`config.mk`:
```
export PLATFORM = sky130hd
export DESIGN_NAME = btsd_decoder
export DESIGN_NICKNAME = d
export VERILOG_FILES = /design/src/btsd_pkg.sv /design/src/btsd_addr_gen.sv /design/src/btsd_decoder.sv
export VERILOG_INCLUDE_DIRS = /design/src
export SDC_FILE = /design/constraint.sdc
export NUM_CORES = 1
export LEC_CHECK = 0
export ABC_CLOCK_PERIOD_IN_PS = 2640
export BUFFER_PORTS_ARGS = -buffer_cell sky130_fd_sc_hd__buf_2
export CORE_MARGIN = 10
export CORE_UTILIZATION = 52
export CTS_CLUSTER_DIAMETER = 50
export CTS_CLUSTER_SIZE = 14
export DETAILED_ROUTE_END_ITERATION = 8
export GPL_TIMING_DRIVEN = 0
export PLACE_DENSITY = 0.94
export SYNTH_ARGS = -nofsm -noshare
export SYNTH_HDL_FRONTEND = slang
export SYNTH_SLANG_ARGS = --single-unit
```
`constraint.sdc`:
```
create_clock -name mclk -period 2.64 [get_ports mclk]
set_input_delay 0.528 -clock mclk [delete_from_list [all_inputs] [get_ports mclk]]
set_output_delay 0.528 -clock mclk [all_outputs]
set_load 0.05 [all_outputs]
```
`src/btsd_consts.svh`:
```
`ifndef BTSD_CONSTS_SVH
`define BTSD_CONSTS_SVH

// Opcode nibbles of the two bit-test instructions
`define BTSD_OP_SET      4'ha
`define BTSD_OP_CLR      4'hb
// Instruction word fields
`define BTSD_OP_MSB      15
`define BTSD_OP_LSB      12
`define BTSD_BIT_MSB     11
`define BTSD_BIT_LSB     9
`define BTSD_BANK_FLAG   8
`define BTSD_REG_MSB     7
`define BTSD_REG_LSB     0
// Access bank split and its upper page
`define BTSD_ACCESS_LIM  8'h5f
`define BTSD_ACCESS_HI   4'hf
`define BTSD_ACCESS_LO   4'h0
// Quarter phases of one instruction cycle, one per clock
`define BTSD_Q1          2'h0
`define BTSD_Q2          2'h1
`define BTSD_Q3          2'h2
`define BTSD_Q4          2'h3

`endif

```
`src/btsd_pkg.sv`:
```
package btsd_pkg;

   typedef enum logic [2:0] {
      BTSD_EXEC = 3'h1,
      BTSD_NOP1 = 3'h2,
      BTSD_NOP2 = 3'h4
   } btsd_state_t;

endpackage
```
`src/btsd_addr_gen.sv`:
```
`timescale 1ns/1ns
`default_nettype none
`include "btsd_consts.svh"

module btsd_addr_gen (
   input  wire logic [7:0]  reg_field,
   input  wire logic        bank_flag,
   input  wire logic [3:0]  bank_select_reg,
   input  wire logic        ext_set_en,
   input  wire logic [11:0] index_base,
   output logic      [11:0] addr
);

   always_comb begin
      if (bank_flag) begin
         addr = {bank_select_reg, reg_field};
      end else if (ext_set_en && (reg_field <= `BTSD_ACCESS_LIM)) begin
         addr = 12'(index_base + {4'h0, reg_field});
      end else if (reg_field <= `BTSD_ACCESS_LIM) begin
         addr = {`BTSD_ACCESS_LO, reg_field};
      end else begin
         addr = {`BTSD_ACCESS_HI, reg_field};
      end
   end

endmodule // btsd_addr_gen
`default_nettype wire

```
`src/btsd_decoder.sv`:
```
// Functional notes
// - Skip-if-clear skips the next instruction when the tested bit is zero.
// - Skip-if-set skips the next instruction when the tested bit is one.
// - A taken skip discards the prefetched word and runs one no-op cycle.
// - Skipping a two-word instruction adds a second no-op cycle, two in all.
// - Single word; one cycle without skip, two with skip, three when the skipped instruction is two-word.
// - Bank flag zero picks the access bank, one picks bank_select_reg bank.
// - Flag zero with extended set and field up to 95 uses indexed offset.
// - Skip-if-set opcode is 1010, bit index, bank flag, register address.
`timescale 1ns/1ns
`default_nettype none
`include "btsd_consts.svh"

module btsd_decoder (
   input  wire logic        mclk,
   input  wire logic        sys_rst,
   input  wire logic [15:0] instr_word,
   input  wire logic        instr_valid,
   input  wire logic        next_two_word,
   input  wire logic [3:0]  bank_select_reg,
   input  wire logic        ext_set_en,
   input  wire logic [11:0] index_base,
   input  wire logic [7:0]  data_rd_data,
   output logic      [1:0]  q_phase,
   output logic      [11:0] data_addr,
   output logic             data_rd_en,
   output logic             data_we,
   output logic             status_we,
   output logic             skip_taken,
   output logic             discard_fetch,
   output logic             nop_active,
   output logic             test_active
);

   ////////////////////////////////////////////////////////////////////////
   // Decode helpers

   function automatic logic is_btest(input logic [15:0] w);
      is_btest = (w[`BTSD_OP_MSB:`BTSD_OP_LSB] == `BTSD_OP_SET) ||
                 (w[`BTSD_OP_MSB:`BTSD_OP_LSB] == `BTSD_OP_CLR);
   endfunction

   function automatic logic is_set_op(input logic [15:0] w);
      is_set_op = (w[`BTSD_OP_MSB:`BTSD_OP_LSB] == `BTSD_OP_SET);
   endfunction

   btsd_pkg::btsd_state_t state;
   btsd_pkg::btsd_state_t next_state;
   logic [2:0]            ir_bit;
   logic                  ir_set;
   logic                  two_word;
   logic                  accept;
   logic                  rd_bit;
   logic [11:0]           next_addr;

   assign accept = (state == btsd_pkg::BTSD_EXEC) && (q_phase == `BTSD_Q1) &&
                   instr_valid && is_btest(instr_word);
   assign rd_bit = data_rd_data[ir_bit];

   btsd_addr_gen u_addr (
      .reg_field       (instr_word[`BTSD_REG_MSB:`BTSD_REG_LSB]),
      .bank_flag       (instr_word[`BTSD_BANK_FLAG]),
      .bank_select_reg (bank_select_reg),
      .ext_set_en      (ext_set_en),
      .index_base      (index_base),
      .addr            (next_addr)
   );

   ////////////////////////////////////////////////////////////////////////
   // Quarter phase counter

   always_ff @(posedge mclk or posedge sys_rst) begin
      if (sys_rst) begin
         q_phase <= `BTSD_Q1;
      end else begin
         q_phase <= 2'(q_phase + 2'h1);
      end
   end

   ////////////////////////////////////////////////////////////////////////
   // Instruction latch and register read

   always_ff @(posedge mclk or posedge sys_rst) begin
      if (sys_rst) begin
         ir_bit      <= 3'h0;
         ir_set      <= 1'b0;
         test_active <= 1'b0;
         data_addr   <= 12'h000;
      end else if (accept) begin
         ir_bit      <= instr_word[`BTSD_BIT_MSB:`BTSD_BIT_LSB];
         ir_set      <= is_set_op(instr_word);
         test_active <= 1'b1;
         data_addr   <= next_addr;
      end else if (q_phase == `BTSD_Q4) begin
         test_active <= 1'b0;
      end
   end

   always_ff @(posedge mclk or posedge sys_rst) begin
      if (sys_rst) begin
         data_rd_en <= 1'b0;
      end else if (accept) begin
         data_rd_en <= 1'b1;
      end else if (q_phase == `BTSD_Q3) begin
         data_rd_en <= 1'b0;
      end
   end

   // The tested register and the status flags are never written
   assign data_we   = 1'b0;
   assign status_we = 1'b0;

   ////////////////////////////////////////////////////////////////////////
   // Skip decision

   always_ff @(posedge mclk or posedge sys_rst) begin
      if (sys_rst) begin
         skip_taken <= 1'b0;
      end else if (q_phase == `BTSD_Q1) begin
         skip_taken <= 1'b0;
      end else if (q_phase == `BTSD_Q3 && test_active) begin
         skip_taken <= (rd_bit == ir_set);
      end
   end

   ////////////////////////////////////////////////////////////////////////
   // No-op cycle sequencing

   always_comb begin
      next_state = state;
      case (state)
         btsd_pkg::BTSD_EXEC: begin
            if (skip_taken) begin
               next_state = btsd_pkg::BTSD_NOP1;
            end
         end
         btsd_pkg::BTSD_NOP1: begin
            next_state = two_word ? btsd_pkg::BTSD_NOP2 : btsd_pkg::BTSD_EXEC;
         end
         btsd_pkg::BTSD_NOP2: begin
            next_state = btsd_pkg::BTSD_EXEC;
         end
         default: begin
            next_state = btsd_pkg::BTSD_EXEC;
         end
      endcase
   end

   always_ff @(posedge mclk or posedge sys_rst) begin
      if (sys_rst) begin
         state <= btsd_pkg::BTSD_EXEC;
      end else if (q_phase == `BTSD_Q4) begin
         state <= next_state;
      end
   end

   always_ff @(posedge mclk or posedge sys_rst) begin
      if (sys_rst) begin
         two_word <= 1'b0;
      end else if (q_phase == `BTSD_Q4 && state == btsd_pkg::BTSD_EXEC && skip_taken) begin
         two_word <= next_two_word;
      end
   end

   assign discard_fetch = (state == btsd_pkg::BTSD_EXEC) && (q_phase == `BTSD_Q4) &&
                          skip_taken;
   assign nop_active    = (state != btsd_pkg::BTSD_EXEC);
endmodule // btsd_decoder
`default_nettype wire

```
Word level (Yosys, flattened, before mapping)
Cells that the tools add are included.

Flip-flop bits (word level): 25. Bits of input ports: 45. Logic and storage cells: 49.

$add $sub $neg: 2. Magnitude comparators: 2. Equality and inequality tests: 9. Mux-type cells: 14. Reductions and logical operators: 13.

Operators with widths (number): 12-bit two-way mux (3); 12-bit by 8-bit adder with 12-bit output (1); 4-bit equality test (second input constant) (2); 8-bit by 7-bit less-or-equal comparator with 1-bit output (second input constant) (1); 1-bit logical AND (7); 1-bit two-way mux (7); 3-bit two-way mux (2); 3-bit one-hot mux with 2 select lines (1); 2-bit nonzero test (3); 2-bit equality test (second input constant) (2); 3-bit by 4-bit < comparator with 1-bit output (second input constant) (1); 1-bit binary-select mux with 3-bit select (1); 3-bit by 1-bit equality test with 1-bit output (second input constant) (1); 3-bit by 2-bit equality test with 1-bit output (second input constant) (1); 3-bit by 1-bit != test with 1-bit output (second input constant) (1); 2-bit by 1-bit adder with 2-bit output (second input constant) (1); 2-bit zero test (1); 2-bit != test (second input constant) (1); 2-bit AND reduction (1); 1-bit equality test (1); 1-bit logical OR (1).

Depth between registers and ports, before layout
Depth after elaboration: 5. Gate-level depth with buffers: 8. Depth with buffers taken out: 8.

By module
From an unflattened synthesis, not the netlist that was laid out.

Cell total of the unflattened synthesis: 171. Area total of the unflattened synthesis: 1729.2 µm².

Modules (own cells, without submodules): btsd_decoder (instances 1, cells an instance 79, area each 1088.5 µm², sequential area each 626.9 µm²); btsd_addr_gen (instances 1, cells an instance 92, area each 640.6 µm², sequential area each 0.0 µm²).

Worst setup path after synthesis
No wires, ideal clock.

Path kind: register to output. Start point: register q_phase[1]. End point: output port discard_fetch. Arrival: 1618 ps. Required time: 2112 ps. Path slack: 494 ps. Cell stages (with the launch flop): 4. Path through: dfrtp_1 > ha_1 > and3_1 > clkbuf_1.

Cells in the longest elaborated chain, start to end: 3.

RTL lines: start, declared (RTL line btsd_decoder.sv:24) `output logic [1:0] q_phase,`; start signal, assigned (RTL line btsd_decoder.sv:74) `` q_phase <= `BTSD_Q1; ``; start signal, assigned (RTL line btsd_decoder.sv:76) `q_phase <= 2'(q_phase + 2'h1);`; 2-bit equality test (no source line); 1-bit logical AND (2 in series) (RTL line btsd_decoder.sv:165) `` assign discard_fetch = (state == btsd_pkg::BTSD_EXEC) && (q_phase == `BTSD_Q4) && ``; end, declared (RTL line btsd_decoder.sv:30) `output logic discard_fetch,`.

No other way between the ends.

Worst setup path after layout
Start point: register state[0]. End point: output port discard_fetch.

Cells in the longest elaborated chain, start to end: 3.

RTL lines: start, declared (RTL line btsd_decoder.sv:47) `btsd_pkg::btsd_state_t state;`; start signal, assigned (RTL line btsd_decoder.sv:151) `state <= btsd_pkg::BTSD_EXEC;`; start signal, assigned (RTL line btsd_decoder.sv:153) `state <= next_state;`; 3-bit by 1-bit equality test with 1-bit output (RTL line btsd_decoder.sv:165); 1-bit logical AND (2 in series) (RTL line btsd_decoder.sv:165).

No other way between the ends.

==> results.ini <==
[critical_path]
slowest_delay_ns = 0.57
cp.arrival_ns = 1.89
timing.rr.end = data_addr[9]$_DFFE_PP0P_
required_ns = 2.11
worstSetupStartpointType = flop
rr_startpoint = q_phase[0]$_DFF_PP0_
slowest_stage = dfstp_2
rrSetupSlack_ns = 0.64
critPathTopFamily = flip-flops
critPathMaxFanout = 5
crit_chain = nor3b_2 > and3_1 > clkbuf_1 > buf_2
critPathCaptureType = output port
critPathLaunch = state[0]$_DFFE_PP1P_
path_class = flop to output port
reg2reg_depth = 7
crit_buf_inv = 2

[die]
dieWidth_um = 76.85
core_sq_um = 3078
rows = 20
io_pins = 66
start_util_pct = 54.59
die-area_sq_um = 5905
die_h_um = 76.85

[pwr]
leakage_uw = 0.001096
powerDensity_nw_per_um2 = 493.1
vdd_drop_max_mv = 0.3989

[global_routing]
overflow = 0
antenna_found_initial = 0
grt_max_degree = 26
grtUsageTotal_pct = 15.28
grt_pass1_wl_um = 7617
grt_pass1_vias = 1665

[placement]
hpwl_um = 3730
portBuffers = 63
dp_cells = 295
finalWeightedCongestion = 0.8569

[timing]
relSlewSlack_pct = 36.13
rsz0062_at_grt = false
fmax_mhz = 414.0
finalCritPeriodShare_pct = 91.50
maxSlewViolCount = 0
worstMarginPinSlew_ns = 0.9569
finalHoldViolations = 0
period_needed_ns = 2.416
tns_ns = 0
skew_ns = 0.004304
setup_viol_count_final = 0

[logic_synthesis]
synth_top_cell_by_area = dfrtp_1
synth_edf_count = 0
synthMuxAreaShare_pct = 4.989
synth-compound-area-share_pct = 21.89
netlist.area_leader.share_pct = 35.74
synth_simple_gate_area_share_pct = 18.91
synth.top_cells.by_area = dfrtp_1, ha_1, a21oi_1, a21o_1, nand2_1
async_flop_share_pct = 100.0
synthXorXnorAreaFrac_pct = 1.564
yosysUniqueCellTypes = 43
yosysSeqAreaShare_pct = 37.30
synth_top_family_by_area = compound AO/OA/AOI/OAI gates
yosys_warnings = 0
synthCells = 187
synthTopCellsByCount = dfrtp_1, a21oi_1, nand2_1, inv_1
syn_avg_cell_area_sq_um = 8.986
synthAdderAreaFrac_pct = 9.382
syn_area_sq_um = 1680
yosysMostFrequentCell = dfrtp_1
ys_seq_elements = 25
ys.flop_type = dfrtp_1

[final_layout]
drive_above_1_share_pct = 29.80
num_antenna_cells = 0
multi_input_area_sq_um = 960.9
instances_no_fill = 299
final-seq-area_sq_um = 626.9
areaGrowthSynthToFinish_pct = 24.05
final_nets = 313
fill_cells = 266

[clock_network]
htree_levels = 1
numCtsBuffers = 3
postCtsSetupBuffers = 0
cts_num_sinks = 25
ctsHoldBuffers = 0
cts_resized = 0
clock_path_buffers = 2
clock_latency_ns = 0.34
root_buffer = clkbuf_4
cts_tree = yes
clkTransAtPathRegs_ns = 0.15

[route]
drt_first_pass_iters = 4
drtIter0Drc = 81
wl_per_cell_um = 15.44
remaining_drc_errors = 0
vias = 1675
drt_wl_total_um = 4617
avgViaCountPerCell = 5.602
ant_nets = 0

[min_path]
min-delay-start = instr_word[9]
hold_path.class = input port to flop
min_path_cells = 3
whs_endpoint = ir_bit[0]$_DFFE_PP0P_

[status]
status = finished clean

[job]
drv_cap = 0

==> metrics by stage <==
step                worst slack [ns]  power, uW  hold WS (ns)  utilization [%]  cell area, sq um
floorplan                     0.4940      738.3        0.4682                -              1684
global placement              0.4021      839.9        0.4597            66.75              2054
detailed placement            0.3441      850.5        0.4671            66.75              2054
CTS                           0.2205       1031        0.3669            67.72              2085
global route                 0.06219       1088        0.3575            67.72              2085
finish                        0.2243       1028        0.3654            67.72              2085
==> final cells by class <==
| type | instances | area share, % |
|---|---|---|
| multi-input combinational | 140 | 46.10 |
| sequential | 25 | 30.07 |
| timing repair buffer | 63 | 15.13 |
| tap | 44 | 2.641 |
| inverter | 14 | 2.521 |
| buffer | 9 | 2.101 |
| clock buffer | 3 | 1.080 |
| clock inverter | 1 | 0.3601 |
==> cell families (layout without fill, tap and decap cells) <==
| group | count (synthesis) | after routing |
|---|---|---|
| and+or+nand+nor | 62 | 62 |
| AOI/OAI and AO/OA | 56 | 56 |
| DFF | 25 | 25 |
| buffers and inverters | 23 | 90 |
| adders and majority gates | 12 | 12 |
| muxes | 5 | 5 |
| xor gates and xnor gates | 3 | 3 |
| other | 1 | 2 |
==> registers in the layout, indices dropped and copies added (netlist names) <==
register / cells
state: 3
data_rd_en: 1
q_phase: 2
skip_taken: 1
ir_bit: 3
ir_set: 1
data_addr: 12
two_word: 1
test_active: 1
==> report_power, final <==
group | leakage, uW | internal (uW) | switching [uW] | total (uW)
logic | 0.000767 | 126 | 259 | 385
registers | 0.000315 | 429 | 27.1 | 456
clock network | 0.0000139 | 58.2 | 128 | 186
total | 0.00110 | 613 | 414 | 1030
==> metal layers <==
metal  vias to the layer above  part of all wire (%)  wire length, um  GRT usage [%]
li1                        815                     -                -              -
met1                       793                    42             1933          18.20
met2                        62                    49             2270          26.05
met3                         5                   8.4              386          5.245
met4                         0                  0.56               26          2.788
met5                         -                     0                0              0
==> placed cells by master, fill, tap and decap left out, types with 3 or more instances in the layout <==
cell / Yosys / final
nor3_1: 6 / 6
a21oi_1: 19 / 19
clkbuf_1: 5 / 5
nand3_1: 7 / 7
o21ai_0: 9 / 9
inv_1: 14 / 14
nor2_1: 11 / 11
and3_1: 3 / 3
clkbuf_4: 0 / 3
a211oi_1: 3 / 3
buf_2: 2 / 65
dfrtp_1: 24 / 24
ha_1: 11 / 11
a21o_1: 9 / 9
nand2_1: 18 / 18
o22ai_1: 4 / 4
==> how the worst max path moves through the flow <==
stage / end / slack [ns] / cells after the start
after global routing: discard_fetch / 0.06 / 4
final: discard_fetch / 0.22 / 4
after detailed placement: data_addr[8]$_DFFE_PP0P_ / 0.34 / 9
after floorplan: discard_fetch / 0.49 / 3
after CTS: discard_fetch / 0.22 / 4
after global placement: data_addr[9]$_DFFE_PP0P_ / 0.40 / 7
==> worst reg2reg max path, delay by kind of cell, from the launching register on <==
| kind | cells | cell delay (ns) |
|---|---|---|
| flip-flops | 1 | 0.42 |
| adder cells (fa/ha/maj) | 1 | 0.17 |
| AND/OR/NAND/NOR | 2 | 0.35 |
| AO/OA/AOI/OAI | 3 | 0.86 |
| buffers and inverters | 1 | 0.11 |
Power figures use the tool's default switching activity.
